$ cat config.mk
export PLATFORM = sky130hd
export DESIGN_NAME = efc_controller
export DESIGN_NICKNAME = d
export VERILOG_FILES = /design/src/efc_pkg.sv /design/src/efc_cmd_clock.sv /design/src/efc_controller.sv
export SDC_FILE = /design/constraint.sdc
export NUM_CORES = 1
export LEC_CHECK = 0
export BUFFER_PORTS_ARGS = -buffer_cell sky130_fd_sc_hd__buf_4
export CORE_AREA = 5 5 126 128
export CTS_CLUSTER_DIAMETER = 80
export DETAILED_ROUTE_END_ITERATION = 8
export DIE_AREA = 0 0 131 133
export GPL_ROUTABILITY_DRIVEN = 0
export GPL_TIMING_DRIVEN = 0
export HOLD_SLACK_MARGIN = 0.12
export SETUP_SLACK_MARGIN = 0.02
export SYNTH_ARGS = -nofsm -noshare
export SYNTH_HDL_FRONTEND = slang
export SYNTH_SLANG_ARGS = --single-unit
$ cat constraint.sdc
create_clock -name REF_CLK -period 2.67 [get_ports REF_CLK]
set_input_delay 0.6675 -clock REF_CLK [delete_from_list [all_inputs] [get_ports REF_CLK]]
set_output_delay 0.6675 -clock REF_CLK [all_outputs]
set_load 0.005 [all_outputs]
$ cat src/efc_pkg.sv
package efc_pkg;
   // ---------------------------------------------------------------
   // Register offsets
   // ---------------------------------------------------------------
   localparam logic [15:0] EFC_OFS_CMD = 16'hA020;
   localparam logic [15:0] EFC_OFS_DATA = 16'hA021;
   localparam logic [15:0] EFC_OFS_ADDRH = 16'hA022;
   localparam logic [15:0] EFC_OFS_ADDRL = 16'hA023;
   localparam logic [15:0] EFC_OFS_SCALER = 16'hA024;
   localparam logic [15:0] EFC_OFS_LOWZONE = 16'hA025;
   localparam logic [15:0] EFC_OFS_HIGHZONE = 16'hA026;
   localparam logic [15:0] EFC_OFS_ADDRT = 16'hA012;
   // ---------------------------------------------------------------
   // Reset values
   // ---------------------------------------------------------------
   localparam logic [7:0] EFC_RST_CMD = 8'h80;
   localparam logic [7:0] EFC_RST_DATA = 8'h00;
   localparam logic [7:0] EFC_RST_ADDR = 8'h00;
   localparam logic [7:0] EFC_RST_SCALER = 8'h25;
   localparam logic [7:0] EFC_RST_LOWZONE = 8'hFF;
   localparam logic [7:0] EFC_RST_HIGHZONE = 8'h00;
   localparam logic [2:0] EFC_RST_CYC = 3'h7;
   // ---------------------------------------------------------------
   // Field positions
   // ---------------------------------------------------------------
   localparam int EFC_BIT_WRITE_VERIFY_OK = 7;
   localparam int EFC_BIT_BUSY = 6;
   localparam int EFC_BIT_FAIL = 5;
   localparam int EFC_CYC_LSB = 5;
   localparam logic [4:0] EFC_CMD_MAIN_READ = 5'h10;
   localparam logic [4:0] EFC_CMD_MAIN_ERASE = 5'h08;
   localparam logic [4:0] EFC_CMD_MAIN_WRITE = 5'h04;
   localparam logic [4:0] EFC_CMD_INFO_READ = 5'h02;
   localparam logic [4:0] EFC_CMD_INFO_WRITE = 5'h01;
   // ---------------------------------------------------------------
   // Array geometry and timing
   // ---------------------------------------------------------------
   localparam int EFC_SECTOR_BYTES = 1024;
   localparam int EFC_INFO_BYTES = 256;
   localparam int EFC_ZONE_BYTES = 512;
   localparam int EFC_SCALE_DEN = 256;
   localparam int EFC_SYS_CLK_HZ = 40000000;
   localparam int EFC_CMD_CLK_HZ = 2000000;
   localparam logic [7:0] EFC_INFO_RSVD_BASE = 8'hC0;
   localparam logic [15:0] EFC_WRITE_CYCLES [8] = '{16'h0037, 16'h003C, 16'h0041, 16'h0045,
                                                    16'h004B, 16'h0050, 16'h0055, 16'h0059};
   localparam logic [15:0] EFC_ERASE_CYCLES [8] = '{16'h153B, 16'h1741, 16'h1934,
                                                    16'h1AF1, 16'h1CF0, 16'h1EE2,
                                                    16'h20D4, 16'h22B9};
   typedef enum logic [2:0] {
      EFC_IDLE, EFC_CHECK, EFC_RUN, EFC_VERIFY, EFC_DONE
   } efc_state_t;
endpackage : efc_pkg
$ cat src/efc_cmd_clock.sv
module efc_cmd_clock
   import efc_pkg::*;
(
   input wire logic clk, // System clock
   input wire logic reset_n, // Async reset
   input wire logic [7:0] scaler, // Scaler value
   output logic tick // One-cycle command clock enable
);
   // ---------------------------------------------------------------
   // Fractional accumulator
   // ---------------------------------------------------------------
   // Adds scaler+1 per cycle; carry out of 8 bits is a tick
   logic [7:0] acc;
   logic [7:0] next_acc;
   logic next_tick;
   logic [8:0] sum;

   always_comb begin
      sum = {1'b0, acc} + {1'b0, scaler} + 9'h001;
      next_acc = sum[7:0];
      next_tick = sum[8];
   end

   always_ff @(posedge clk or negedge reset_n) begin
      if (!reset_n) begin
         acc <= 8'h00;
         tick <= 1'b0;
      end else begin
         acc <= next_acc;
         tick <= next_tick;
      end
   end
endmodule : efc_cmd_clock

$ cat src/efc_controller.sv
module efc_controller
   import efc_pkg::*;
#(
   parameter int MAIN_BYTES = 131072,
   parameter int INFO_BYTES = EFC_INFO_BYTES
) (
   input wire logic REF_CLK, // 40 MHz system clock
   input wire logic RESET_N, // Async reset, active low
   input wire logic [15:0] REG_ADDR, // Register address
   input wire logic REG_WR, // Register write strobe
   input wire logic REG_RD, // Register read strobe
   input wire logic [7:0] REG_WDATA, // Register write data
   output logic [7:0] REG_RDATA, // Register read data
   output logic CPU_STALL, // Holds processor idle
   input wire logic FUSE_SEL, // Fuse block selected as info target
   output logic ARR_INFO, // Access goes to info block
   output logic [16:0] ARR_ADDR, // Array byte address
   output logic [7:0] ARR_WDATA, // Array program data
   output logic ARR_READ, // Array read pulse
   output logic ARR_WRITE, // Array program level
   output logic ARR_ERASE, // Array sector erase level
   input wire logic [7:0] ARR_RDATA // Array read data, same clock
);
   // Elaboration-time refusal of geometries the decode cannot serve
   if (MAIN_BYTES != 131072 || INFO_BYTES != EFC_INFO_BYTES) begin : g_bad_geometry
      $error("Unsupported array geometry");
   end

   // ---------------------------------------------------------------
   // Registers
   // ---------------------------------------------------------------
   logic [4:0] cmd, next_cmd;
   logic [2:0] cyc, next_cyc;
   logic write_verify_ok, next_write_verify_ok;
   logic fail, next_fail;
   logic [7:0] data, next_data;
   logic [7:0] addr_h, next_addr_h;
   logic [7:0] addr_l, next_addr_l;
   logic addr_t, next_addr_t;
   logic [7:0] scaler, next_scaler;
   logic [7:0] low_zone, next_low_zone;
   logic [7:0] high_zone, next_high_zone;
   logic [7:0] rdata, next_rdata;
   efc_state_t state, next_state;
   logic [15:0] count, next_count;
   logic stall, next_stall;
   logic a_info, next_a_info, a_rd, next_a_rd, a_wr, next_a_wr, a_er, next_a_er;
   logic tick;
   logic busy;
   logic [16:0] target;
   logic [7:0] unit;
   logic zone_hit, cmd_valid, is_mod, info_rsvd;

   efc_cmd_clock u_clk (
      .clk(REF_CLK),
      .reset_n(RESET_N),
      .scaler(scaler),
      .tick(tick)
   );

   function automatic logic onehot_cmd(input logic [4:0] c);
      return (c == EFC_CMD_MAIN_READ) || (c == EFC_CMD_MAIN_ERASE) ||
             (c == EFC_CMD_MAIN_WRITE) || (c == EFC_CMD_INFO_READ) ||
             (c == EFC_CMD_INFO_WRITE);
   endfunction : onehot_cmd

   // ---------------------------------------------------------------
   // Decode and protection
   // ---------------------------------------------------------------
   always_comb begin
      busy = (state != EFC_IDLE);
      target = {addr_t, addr_h, addr_l};
      unit = target[16:9];
      cmd_valid = onehot_cmd(cmd);
      is_mod = (cmd == EFC_CMD_MAIN_ERASE) || (cmd == EFC_CMD_MAIN_WRITE);
      // Low zone covers units below bound; high zone units above bound
      zone_hit = (unit < low_zone) || (unit > high_zone);
      info_rsvd = (addr_l >= EFC_INFO_RSVD_BASE) || FUSE_SEL;
   end

   // ---------------------------------------------------------------
   // Register access and sequencer
   // ---------------------------------------------------------------
   always_comb begin
      next_cmd = cmd;
      next_cyc = cyc;
      next_write_verify_ok = write_verify_ok;
      next_fail = fail;
      next_data = data;
      next_addr_h = addr_h;
      next_addr_l = addr_l;
      next_addr_t = addr_t;
      next_scaler = scaler;
      next_low_zone = low_zone;
      next_high_zone = high_zone;
      next_rdata = rdata;
      next_state = state;
      next_count = count;
      next_a_info = a_info;
      next_a_rd = 1'b0;
      next_a_wr = a_wr;
      next_a_er = a_er;
      if (REG_RD) begin
         unique case (REG_ADDR)
            EFC_OFS_CMD: next_rdata = {write_verify_ok, busy, fail, cmd};
            EFC_OFS_DATA: next_rdata = data;
            EFC_OFS_ADDRH: next_rdata = addr_h;
            EFC_OFS_ADDRL: next_rdata = addr_l;
            EFC_OFS_SCALER: next_rdata = scaler;
            EFC_OFS_LOWZONE: next_rdata = low_zone;
            EFC_OFS_HIGHZONE: next_rdata = high_zone;
            EFC_OFS_ADDRT: next_rdata = {7'h00, addr_t};
            default: next_rdata = 8'h00;
         endcase
      end
      // CPU is stalled while busy, so writes only land in idle
      if (REG_WR && !busy) begin
         unique case (REG_ADDR)
            EFC_OFS_CMD: begin
               next_cmd = REG_WDATA[4:0];
               next_cyc = REG_WDATA[7:EFC_CYC_LSB];
               next_fail = 1'b0;
               next_write_verify_ok = 1'b1;
               next_state = EFC_CHECK;
            end
            EFC_OFS_DATA: next_data = REG_WDATA;
            EFC_OFS_ADDRH: next_addr_h = REG_WDATA;
            EFC_OFS_ADDRL: next_addr_l = REG_WDATA;
            EFC_OFS_SCALER: next_scaler = REG_WDATA;
            EFC_OFS_LOWZONE: next_low_zone = REG_WDATA;
            EFC_OFS_HIGHZONE: next_high_zone = REG_WDATA;
            EFC_OFS_ADDRT: next_addr_t = REG_WDATA[0];
            default: ;
         endcase
      end
      unique case (state)
         EFC_IDLE: ;
         EFC_CHECK: begin
            next_a_info = (cmd == EFC_CMD_INFO_READ) || (cmd == EFC_CMD_INFO_WRITE);
            if (!cmd_valid) begin
               next_fail = 1'b1;
               next_state = EFC_DONE;
            end else if (is_mod && zone_hit) begin
               next_fail = 1'b1;
               next_state = EFC_DONE;
            end else if (cmd == EFC_CMD_INFO_WRITE && info_rsvd) begin
               next_fail = 1'b1;
               next_state = EFC_DONE;
            end else if (cmd == EFC_CMD_MAIN_READ || cmd == EFC_CMD_INFO_READ) begin
               next_a_rd = 1'b1;
               next_state = EFC_VERIFY;
            end else begin
               next_a_er = (cmd == EFC_CMD_MAIN_ERASE);
               next_a_wr = (cmd != EFC_CMD_MAIN_ERASE);
               next_count = next_a_er ? EFC_ERASE_CYCLES[cyc] : EFC_WRITE_CYCLES[cyc];
               next_state = EFC_RUN;
            end
         end
         EFC_RUN: begin
            if (tick) begin
               // Counted in command clock periods
               if (count == 16'h0001) begin
                  next_a_wr = 1'b0;
                  next_a_er = 1'b0;
                  next_a_rd = a_wr;
                  next_state = a_wr ? EFC_VERIFY : EFC_DONE;
               end
               next_count = count - 16'h0001;
            end
         end
         EFC_VERIFY: begin
            if (!a_rd) begin
               if (cmd == EFC_CMD_MAIN_WRITE || cmd == EFC_CMD_INFO_WRITE) begin
                  next_write_verify_ok = (ARR_RDATA == data);
               end else begin
                  next_data = ARR_RDATA;
               end
               next_state = EFC_DONE;
            end
         end
         EFC_DONE: next_state = EFC_IDLE;
         default: next_state = EFC_IDLE;
      endcase
      next_stall = (next_state != EFC_IDLE);
   end

   always_ff @(posedge REF_CLK or negedge RESET_N) begin
      if (!RESET_N) begin
         cmd <= EFC_RST_CMD[4:0];
         cyc <= EFC_RST_CYC;
         write_verify_ok <= EFC_RST_CMD[EFC_BIT_WRITE_VERIFY_OK];
         fail <= EFC_RST_CMD[EFC_BIT_FAIL];
         data <= EFC_RST_DATA;
         addr_h <= EFC_RST_ADDR;
         addr_l <= EFC_RST_ADDR;
         addr_t <= 1'b0;
         scaler <= EFC_RST_SCALER;
         low_zone <= EFC_RST_LOWZONE;
         high_zone <= EFC_RST_HIGHZONE;
         rdata <= 8'h00;
         state <= EFC_IDLE;
         count <= 16'h0000;
         stall <= 1'b0;
         a_info <= 1'b0;
         a_rd <= 1'b0;
         a_wr <= 1'b0;
         a_er <= 1'b0;
      end else begin
         cmd <= next_cmd;
         cyc <= next_cyc;
         write_verify_ok <= next_write_verify_ok;
         fail <= next_fail;
         data <= next_data;
         addr_h <= next_addr_h;
         addr_l <= next_addr_l;
         addr_t <= next_addr_t;
         scaler <= next_scaler;
         low_zone <= next_low_zone;
         high_zone <= next_high_zone;
         rdata <= next_rdata;
         state <= next_state;
         count <= next_count;
         stall <= next_stall;
         a_info <= next_a_info;
         a_rd <= next_a_rd;
         a_wr <= next_a_wr;
         a_er <= next_a_er;
      end
   end

   // ---------------------------------------------------------------
   // Array outputs
   // ---------------------------------------------------------------
   logic [16:0] arr_addr;
   always_ff @(posedge REF_CLK or negedge RESET_N) begin
      if (!RESET_N) begin
         arr_addr <= 17'h00000;
      end else begin
         arr_addr <= target;
      end
   end

   always_comb begin
      REG_RDATA = rdata;
      CPU_STALL = stall;
      ARR_INFO = a_info;
      ARR_ADDR = arr_addr;
      ARR_WDATA = data;
      ARR_READ = a_rd;
      ARR_WRITE = a_wr;
      ARR_ERASE = a_er;
   end
endmodule : efc_controller

==> results of run 1 <==
[state kept, by name, indices dropped and copies added, names as in the netlist]
| name | cells |
|---|---|
| addr_t | 1 |
| CPU_STALL | 1 |
| REG_RDATA | 8 |
| ARR_READ | 1 |
| high_zone | 8 |
| u_clk.tick | 1 |
| ARR_ADDR | 17 |
| ARR_WDATA | 8 |
| scaler | 8 |
| count | 16 |
| low_zone | 8 |
| cmd | 5 |
| ARR_WRITE | 1 |
| write_verify_ok | 1 |
| cyc | 3 |
| ARR_INFO | 1 |
| state | 3 |
| u_clk.acc | 8 |
| ARR_ERASE | 1 |
| addr_l | 8 |
| addr_h | 8 |
| fail | 1 |
[logic make-up after synthesis]
kind of cell	Yosys count	share of synthesized area, %
and+or+nand+nor	180	16.2
DFF	117	45.8
adders and majority gates	37	7.32
AOI/OAI and AO/OA	150	15.1
xor gates and xnor gates	18	2.45
buffers and inverters	68	4.48
muxes	47	8.60
[report_power, final]
group	internal, mW	leakage (nW)	switching [mW]	total [mW]
sequential	1.82	1.45	0.0128	1.83
clock	1.57	0.294	0.791	2.36
combinational	0.129	1.95	0.163	0.292
total	3.51	3.69	0.968	4.48
[synth_stat cells (all sizes together), types with 7 or more instances]
cell type  instances
mux2i             11
a22oi             15
o22ai             21
dfrtp            102
xor2              13
clkbuf            14
dfstp             15
o21ai             43
nand3             14
mux2              35
nor3              15
nand2             57
and3              11
nor2              27
ha                36
a21o               7
buf               14
inv               40
a21oi             28
nor4              14
[path summary, 6_finish.rpt]
check / end / slack [ps]
hold reg to reg: ARR_ADDR[8]$_DFF_PN0_ / 420
min in group asynchronous: ARR_INFO$_DFFE_PN0P_ / 680
hold / removal: ARR_ADDR[8]$_DFF_PN0_ / 420
setup reg to reg: count[1]$_DFFE_PN0P_ / 120
setup / recovery: count[1]$_DFFE_PN0P_ / 120
max in group asynchronous: cyc[2]$_DFFE_PN1P_ / 1240
[metrics by stage]
step           total power, mW  std cells  setup TNS [ps]  setup slack (ps)  util (%)
3_3_place_gp              2.14        877           -7280              -306      48.8
3_5_place_dp              2.16        878           -8480              -347      49.0
2_1_floorplan             2.02        617               0               240         -
4_1_cts                   4.52        914               0              32.5      53.5
5_1_grt                   4.65        915           -18.0             -18.0      53.9
6_report                  4.48        915               0               118      53.9
[layout make-up]
cell class	instances	area share, %
flip-flops and latches	117	37.0
clock buffers	25	6.23
clock inverters	7	1.49
repair buffers	78	7.74
well taps	188	2.96
multi-input cells	432	40.8
inverters	40	1.89
plain buffers	28	1.89
[layer usage]
metal | global-route usage [%] | vias up | part of all wire (%) | wire [µm]
li1 | - | 2445 | - | -
met1 | 28.6 | 2585 | 43 | 7570
met2 | 33.2 | 179 | 49 | 8720
met3 | 4.64 | 31 | 5.3 | 937
met4 | 8.23 | 0 | 2.7 | 484
met5 | 0 | - | 0 | 0
[repair_timing]
action	4_1_cts	5_1_grt
setup endpoints to repair	11	20
hold endpoints to repair	21	0
pin swaps	0	2
hold buffers	1	0
setup buffers	3	1
gates resized for setup	2	12
==> impl_metrics.yaml, run 1 <==
grt:
  grt_max_degree: 95
  track_usage_pct: 21.2
  grt_pass1_wl_mm: 28.2
  grt_pass1_vias: 5201
  grt_overflow: 0
  antenna_found_initial: 0
drt:
  vias: 5240
  drcViolationCount: 0
  dr.pass1.iters: 5
  post_drt_wl_per_cell_um: 19.4
  routed_wl_mm: 17.7
  drt_iter0_drc: 543
  drtAntennaViolNets: 0
  drt-vias-per-instance: 5.73
synthesis:
  ys_types: 73
  synth_seq_cells: 117
  synth_fp_nets: 691
  ys_seq_area_share_pct: 45.8
  ys_top_cells_by_area: "dfrtp_1 (40%), ha_1 (7.0%), dfstp_2 (6.1%), mux2_2 (4.9%), nand2_1 (3.3%)"
  netlist_area_mm2: 0.00643
  syn_inst: 617
  avgSynthCellArea_um2: 10.4
  synth_edf_count: 0
  synth_top_cell_area_share_pct: 39.7
  synthArstFlopShare_pct: 100
  ys.flop_type: "dfrtp_1"
  synth_area_leader_cell: "dfrtp_1"
  yosysWarnings: 0
critical_path:
  crit_cells: 10
  crit_path_top_delay_cell: "dfrtp_1"
  critPathArrivalTime_ps: 2890
  crit_chain: "ha_1, a211oi_1, o211ai_1, o21ai_0, o22a_2, o211a_1, buf_6, a21oi_4, buf_6, mux2i_1"
  cp-startpoint: "addr_h[6]$_DFFE_PN0P_"
  path_buf_inv: 2
  crit_family: "compound AO/OA/AOI/OAI gates"
  cp_max_fo: 7
  reg2reg_depth: 10
  worst_ep_required_time_ps: 3010
  critPathLaunchType: "flip-flop"
  cp_common_cell: "buf_6"
  critical_path_class: "reg2reg"
  slowest_delay_ps: 500
  reg2reg_from: "addr_h[6]$_DFFE_PN0P_"
  endpoint_kind: "flip-flop"
floorplanning:
  fp-row-count: 45
  start_util_pct: 43.6
  core_region_area_mm2: 0.0148
  dieArea_mm2: 0.0174
  io_pins: 75
  fp.dieH_um: 133
  die_x_um: 131
clocking:
  cts.sinks: 117
  cts_tree: "built"
  cts_root_buf: "clkbuf_16"
  cts_buffers: 17
  htreeDepth: 4
  clock_latency_ps: 420
  cts_max_path_buffers: 2
  cts.clk_slew.worst_paths_ps: 50
timing:
  worst_pin_slew_ps: 890
  clock-skew-final_ps: 6.65
  fin_crit_ps: 2550
  finalMaxSlewViolations: 0
  final-setup-viol-count: 0
  fmax_mhz: 392
  rsz0062_at_grt: "yes"
  slew_headroom_pct: 40.4
  fin_crit_sh_pct: 95.6
  holdWs_ps: 419
  hold_viol: 0
worst_hold_path:
  hold_depth: 0
  hold_class: "reg2reg"
  worstHoldStart: "addr_h[0]$_DFFE_PN0P_"
placed_design:
  port_buffers: 72
  dp_hpwl_mm: 13.1
  postPlaceCellArea_mm2: 0.00723
layout:
  syn_to_final_growth_pct: 23.7
  layout_common_cells: "dfrtp_1 (102), buf_4 (78), nand2_1 (56), inv_1 (40), o21ai_0 (40)"
  seq_area_mm2: 0.00295
  multi_input_area_mm2: 0.00324
  drive_above_1_share_pct: 27.0
  layout.nets: 788
  final_area_mm2: 0.00795
  antenna_cells: 0
  layout_commonest_cell: "dfrtp_1"
  n_fill_cell: 1321
status:
  status: "complete, no violations"
run:
  drv_cap: 0
power_and_ir_drop:
  peakVddDrop_mv: 0.433
  leakage_nw: 3.69
  power_density_mw_per_mm2: 564
No activity file was read; power rests on OpenSTA's default activity.
==> run 2: changes to the inputs <==
- CELL_PAD_IN_SITES_DETAIL_PLACEMENT: not set -> 0
- CELL_PAD_IN_SITES_GLOBAL_PLACEMENT: not set -> 1
- PLACE_DENSITY_LB_ADDON: not set -> 0.1
==> run 2 against run 1 <==
Die area unchanged. Core utilization down 0.059 points. Highest routed layer unchanged. Maximum frequency down 2.0%. Largest power group unchanged. Largest cell class unchanged. Clock skew up 2.7 ps.
==> impl_metrics.yaml, run 2 (same netlist as run 1, synthesis figures left out) <==
critical_path:
  reg2reg_depth: 10
  crit_path_top_delay_cell: "dfstp_2"
  critPathLaunchType: "flip-flop"
  rrSetupSlack_ps: 70
  crit_chain: "inv_1, ha_1, a21o_1, a221o_1, o22a_2, o211a_1, buf_2, a21oi_4, buf_4, o22ai_1"
  r2r-end: "count[13]$_DFFE_PN0P_"
  worst_ep_required_time_ps: 2960
  crit_path_end: "count[13]$_DFFE_PN0P_"
  critical_path_class: "reg2reg"
  reg2reg_from: "low_zone[5]$_DFFE_PN1P_"
  critPathArrivalTime_ps: 2900
  cp_max_fo: 7
  cp-startpoint: "low_zone[5]$_DFFE_PN1P_"
  endpoint_kind: "flip-flop"
  slowest_delay_ps: 530
clocking:
  cts_tree: "built"
  cts.sinks: 117
  cts_root_buf: "clkbuf_16"
  cts_buffers: 17
  htreeDepth: 4
  clock_latency_ps: 420
  cts_max_path_buffers: 2
  cts.clk_slew.worst_paths_ps: 50
placed_design:
  postPlaceCellArea_mm2: 0.00723
  port_buffers: 72
  dp_hpwl_mm: 13.3
  dp_cells: 878
layout:
  layout.nets: 787
  layout_common_cells: "dfrtp_1 (102), buf_4 (78), nand2_1 (56), inv_1 (40), o21ai_0 (40)"
  syn_to_final_growth_pct: 23.6
  largest_reg_flops: 17
  fin_util_pct: 53.9
  stdcell_count: 914
  layout_commonest_cell: "dfrtp_1"
  antenna_cells: 0
  final_area_mm2: 0.00795
  drive_above_1_share_pct: 26.4
grt:
  grt_max_degree: 91
  grt_pass1_wl_mm: 28.4
  grt_overflow: 0
  antenna_found_initial: 0
  track_usage_pct: 21.6
  grt_pass1_vias: 5158
timing:
  fmax_mhz: 384
  final-setup-viol-count: 0
  fin_crit_ps: 2600
  slew_headroom_pct: 49.4
  clock-skew-final_ps: 9.33
  fin_setup_tns_ps: 0
  worst_pin_slew_ps: 752
  rsz0062_at_grt: "yes"
  finalMaxSlewViolations: 0
  fin_crit_sh_pct: 97.6
  hold_viol: 0
run:
  drv_cap: 0
power_and_ir_drop:
  power_density_mw_per_mm2: 588
  peakVddDrop_mv: 0.451
  leakage_nw: 3.72
worst_hold_path:
  worstHoldStart: "addr_l[3]$_DFFE_PN0P_"
  hold_class: "reg2reg"
floorplanning:
  io_pins: 75
  dieArea_mm2: 0.0174
  fp.dieH_um: 133
  fp-row-count: 45
  die_x_um: 131
  start_util_pct: 43.6
  core_region_area_mm2: 0.0148
drt:
  post_drt_wl_per_cell_um: 19.9
  vias: 5147
  drt-vias-per-instance: 5.63
  dr.pass1.iters: 5
  drcViolationCount: 0
  drt_iter0_drc: 461
  routed_wl_mm: 18.2
  drtAntennaViolNets: 0
status:
  status: "complete, no violations"
-- run 2: cell types whose count changed in the layout (fill, tap and decap cells not counted), moves of 2 or more --
cell,delta
clkinv_2,+2
bufinv_16,+2
ha_1,+2
ha_4,-2
buf_6,-2
-- run 2: how the worst min path moves through the flow --
stage                       endpoint  cells after the start
5_1_grt        ARR_ADDR[3]$_DFF_PN0_                      0
6_report       ARR_ADDR[3]$_DFF_PN0_                      0
3_3_place_gp   ARR_ADDR[3]$_DFF_PN0_                      0
2_1_floorplan  ARR_ADDR[0]$_DFF_PN0_                      0
4_1_cts        ARR_ADDR[3]$_DFF_PN0_                      0
3_5_place_dp   ARR_ADDR[3]$_DFF_PN0_                      0
-- run 2: repair_timing --
| action | 4_1_cts | 5_1_grt |
|---|---|---|
| hold buffers | 1 | 0 |
| cloned | 0 | 1 |
| endpoints found under the setup margin | 11 | 22 |
| gates resized for setup | 3 | 4 |
| buffers inserted | 2 | 0 |
| endpoints found under the hold margin | 7 | 0 |
-- run 2: per-stage QoR --
| stage | power (mW) | hold slack, ps | setup WS [ps] |
|---|---|---|---|
| 3_3_place_gp | 2.14 | 395 | -228 |
| 2_1_floorplan | 2.02 | 365 | 240 |
| 5_1_grt | 4.82 | 428 | 6.40 |
| 6_report | 4.67 | 410 | 65.2 |
| 3_5_place_dp | 2.16 | 397 | -239 |
| 4_1_cts | 4.71 | 409 | 50.3 |
-- run 2: final cells by class --
class / instances / area [µm²]
buffer: 28 / 144
clock buffer: 23 / 478
clock inverter: 9 / 173
fill: 1317 / 6810
inverter: 40 / 150
multi-input combinational: 432 / 3210
sequential: 117 / 2950
tap: 188 / 235
timing repair buffer: 77 / 604
-- run 2: where the power goes --
part	internal, mW	switching [mW]
clock	1.72	0.815
sequential	1.82	0.0139
combinational	0.129	0.165
-- run 2: worst max-delay path, delay by kind of cell, from the launching register on --
kind | cells | cell delay, ps
DFF | 1 | 530
AOI/OAI and AO/OA | 6 | 1230
buffers and inverters | 3 | 420
adders and majority gates | 1 | 280
-- run 2: layer usage --
metal | part of all wire (%) | global-route usage [%] | vias up
li1 | - | - | 2451
met1 | 46 | 29.9 | 2535
met4 | 2.3 | 6.63 | 0
met5 | 0 | 0 | -
met2 | 48 | 33.6 | 130
met3 | 4.0 | 4.68 | 31
==> run 3: changes to the inputs <==
- CORE_AREA: 5 5 126 128 -> 5 5 104 155
- DIE_AREA: 0 0 131 133 -> 0 0 109 160
==> run 3 against run 2 <==
Sequential power hardly changed. Sequential share of layout area is 0.11 points higher. Register-to-register slack better by 70 ps. Via count up 0.80%. Critical path depth down 5. Critical path type unchanged. Largest power group unchanged. Highest routed layer unchanged.
==> impl_metrics.yaml, run 3 (same netlist as run 1, synthesis figures left out) <==
drt:
  vias: 5188
  met2_length_mm: 9.96
  drcViolationCount: 0
  top_layer: "met4"
  drtAntennaViolNets: 0
  wl_met1_mm: 7.25
  routed_wl_mm: 18.7
  dr.pass1.iters: 6
  drt_iter0_drc: 304
  post_drt_wl_per_cell_um: 20.2
  drt-vias-per-instance: 5.63
  wl_met3_um: 901
critical_path:
  cp_common_cell: "nor3_2"
  critical_path_class: "reg2reg"
  rrSetupSlack_ps: 130
  endpoint_kind: "flip-flop"
  critPathArrivalTime_ps: 2840
  crit_path_top_delay_cell: "nor3_2"
  cp_max_fo: 10
  crit_chain: "clkbuf_1, nor3_2, nand2_1, nor3_2, mux2_2"
  critPathLaunchType: "flip-flop"
  worst_ep_required_time_ps: 2970
  slowest_delay_ps: 740
grt:
  grt_max_degree: 69
  grt_pass1_wl_mm: 29.7
  grt_overflow: 0
  track_usage_pct: 22.3
  grt_pass1_vias: 5416
  antenna_found_initial: 0
placed_design:
  port_buffers: 72
  dp_slack_ps: -297
  dp_hpwl_mm: 13.9
  postPlaceCellArea_mm2: 0.00724
  dp_cells: 886
power_and_ir_drop:
  power_density_mw_per_mm2: 546
  pwr-share-comb_pct: 6.8
  peakVddDrop_mv: 0.404
  p_seq_share_pct: 42.4
  switching_share_pct: 24.8
  p_clk_share_pct: 50.8
  internal_power_mw: 3.25
  leakage_nw: 3.68
  power.net_switching_mw: 1.07
timing:
  holdWs_ps: 180
  worst_pin_slew_ps: 798
  hold_viol: 0
  finalMaxSlewViolations: 0
  fin_crit_sh_pct: 95.0
  rsz0062_at_grt: "yes"
  fmax_mhz: 394
  final-setup-viol-count: 0
  slew_headroom_pct: 46.5
  fin_crit_ps: 2540
  layout_setup_ws_ps: 134
  clock-skew-final_ps: 4.89
floorplanning:
  die_x_um: 109
  core_region_area_mm2: 0.0145
  dieArea_mm2: 0.0174
  io_pins: 75
  start_util_pct: 44.2
  fp.dieH_um: 160
  fp-row-count: 54
layout:
  layout_common_cells: "dfrtp_1 (102), buf_4 (79), nand2_1 (56), inv_1 (40), o21ai_0 (40)"
  layout.nets: 787
  antenna_cells: 0
  stdcell_count: 922
  fin_util_pct: 54.5
  drive_above_1_share_pct: 27.8
  largest_reg_flops: 17
  final_area_mm2: 0.00792
  syn_to_final_growth_pct: 23.2
  layout_commonest_cell: "dfrtp_1"
clocking:
  cts_tree: "built"
  cts_buffers: 17
  cts_hold_buf: 0
  htreeDepth: 4
  cts_root_buf: "clkbuf_16"
  clock_latency_ps: 420
  cts.sinks: 117
  cts.clk_slew.worst_paths_ps: 60
  cts_max_path_buffers: 2
status:
  status: "complete, no violations"
worst_hold_path:
  hold_class: "in2async"
run:
  drv_cap: 0
==> run 3: power by group through the flow <==
stage / Combinational, mW / Sequential, mW / Clock [mW]
after CTS: 0.297 / 1.83 / 2.24
after detailed placement: 0.295 / 1.87 / 0
final: 0.292 / 1.83 / 2.20
after global placement: 0.280 / 1.86 / 0
after floorplan: 0.159 / 1.86 / 0
after global routing: 0.327 / 1.84 / 2.33
==> run 3: routing by layer <==
layer / global-route usage, % / vias to the layer above
met5: 0 / -
met4: 8.56 / 0
met3: 4.48 / 39
met2: 39.8 / 147
met1: 25.8 / 2562
li1: - / 2440
==> run 3: critical path, delay by kind of cell (launching register included) <==
kind	cells	cell delay, ps
simple gates	3	1410
mux	1	410
flops	1	370
buf+inv	1	220
==> run 3: cell type report <==
class                           count  area (µm²)
Inverter                           40         150
Sequential cell                   117        2950
Clock inverter                     15         148
Tap cell                          196         245
Buffer                             28         148
Timing Repair Buffer               77         606
Multi-Input combinational cell    432        3250
Fill cell                        1351        6610
Clock buffer                       17         425
==> run 3: per-stage QoR <==
step	total power, mW	setup TNS, ps
finish	4.32	0
global route	4.49	0
CTS	4.38	0
detailed placement	2.16	-9680
global placement	2.14	-8330
floorplan	2.02	0
==> run 3: final timing paths <==
kind | to | startpoint | cells past startpoint
hold / removal | ARR_ERASE$_DFFE_PN0P_ | RESET_N | 1
setup reg to reg | addr_l[5]$_DFFE_PN0P_ | state[0]$_DFF_PN0_ | 5
hold reg to reg | ARR_ADDR[0]$_DFF_PN0_ | addr_l[0]$_DFFE_PN0P_ | 0
min in group REF_CLK | ARR_ADDR[0]$_DFF_PN0_ | addr_l[0]$_DFFE_PN0P_ | 0
max in group asynchronous | low_zone[6]$_DFFE_PN1P_ | RESET_N | 2
setup / recovery | addr_l[5]$_DFFE_PN0P_ | state[0]$_DFF_PN0_ | 5
==> run 3: what timing repair did <==
action | 4_1_cts | 5_1_grt
resized for setup | 3 | 14
setup endpoints to repair | 41 | 31
buffers inserted | 2 | 2
pin swaps | 0 | 1
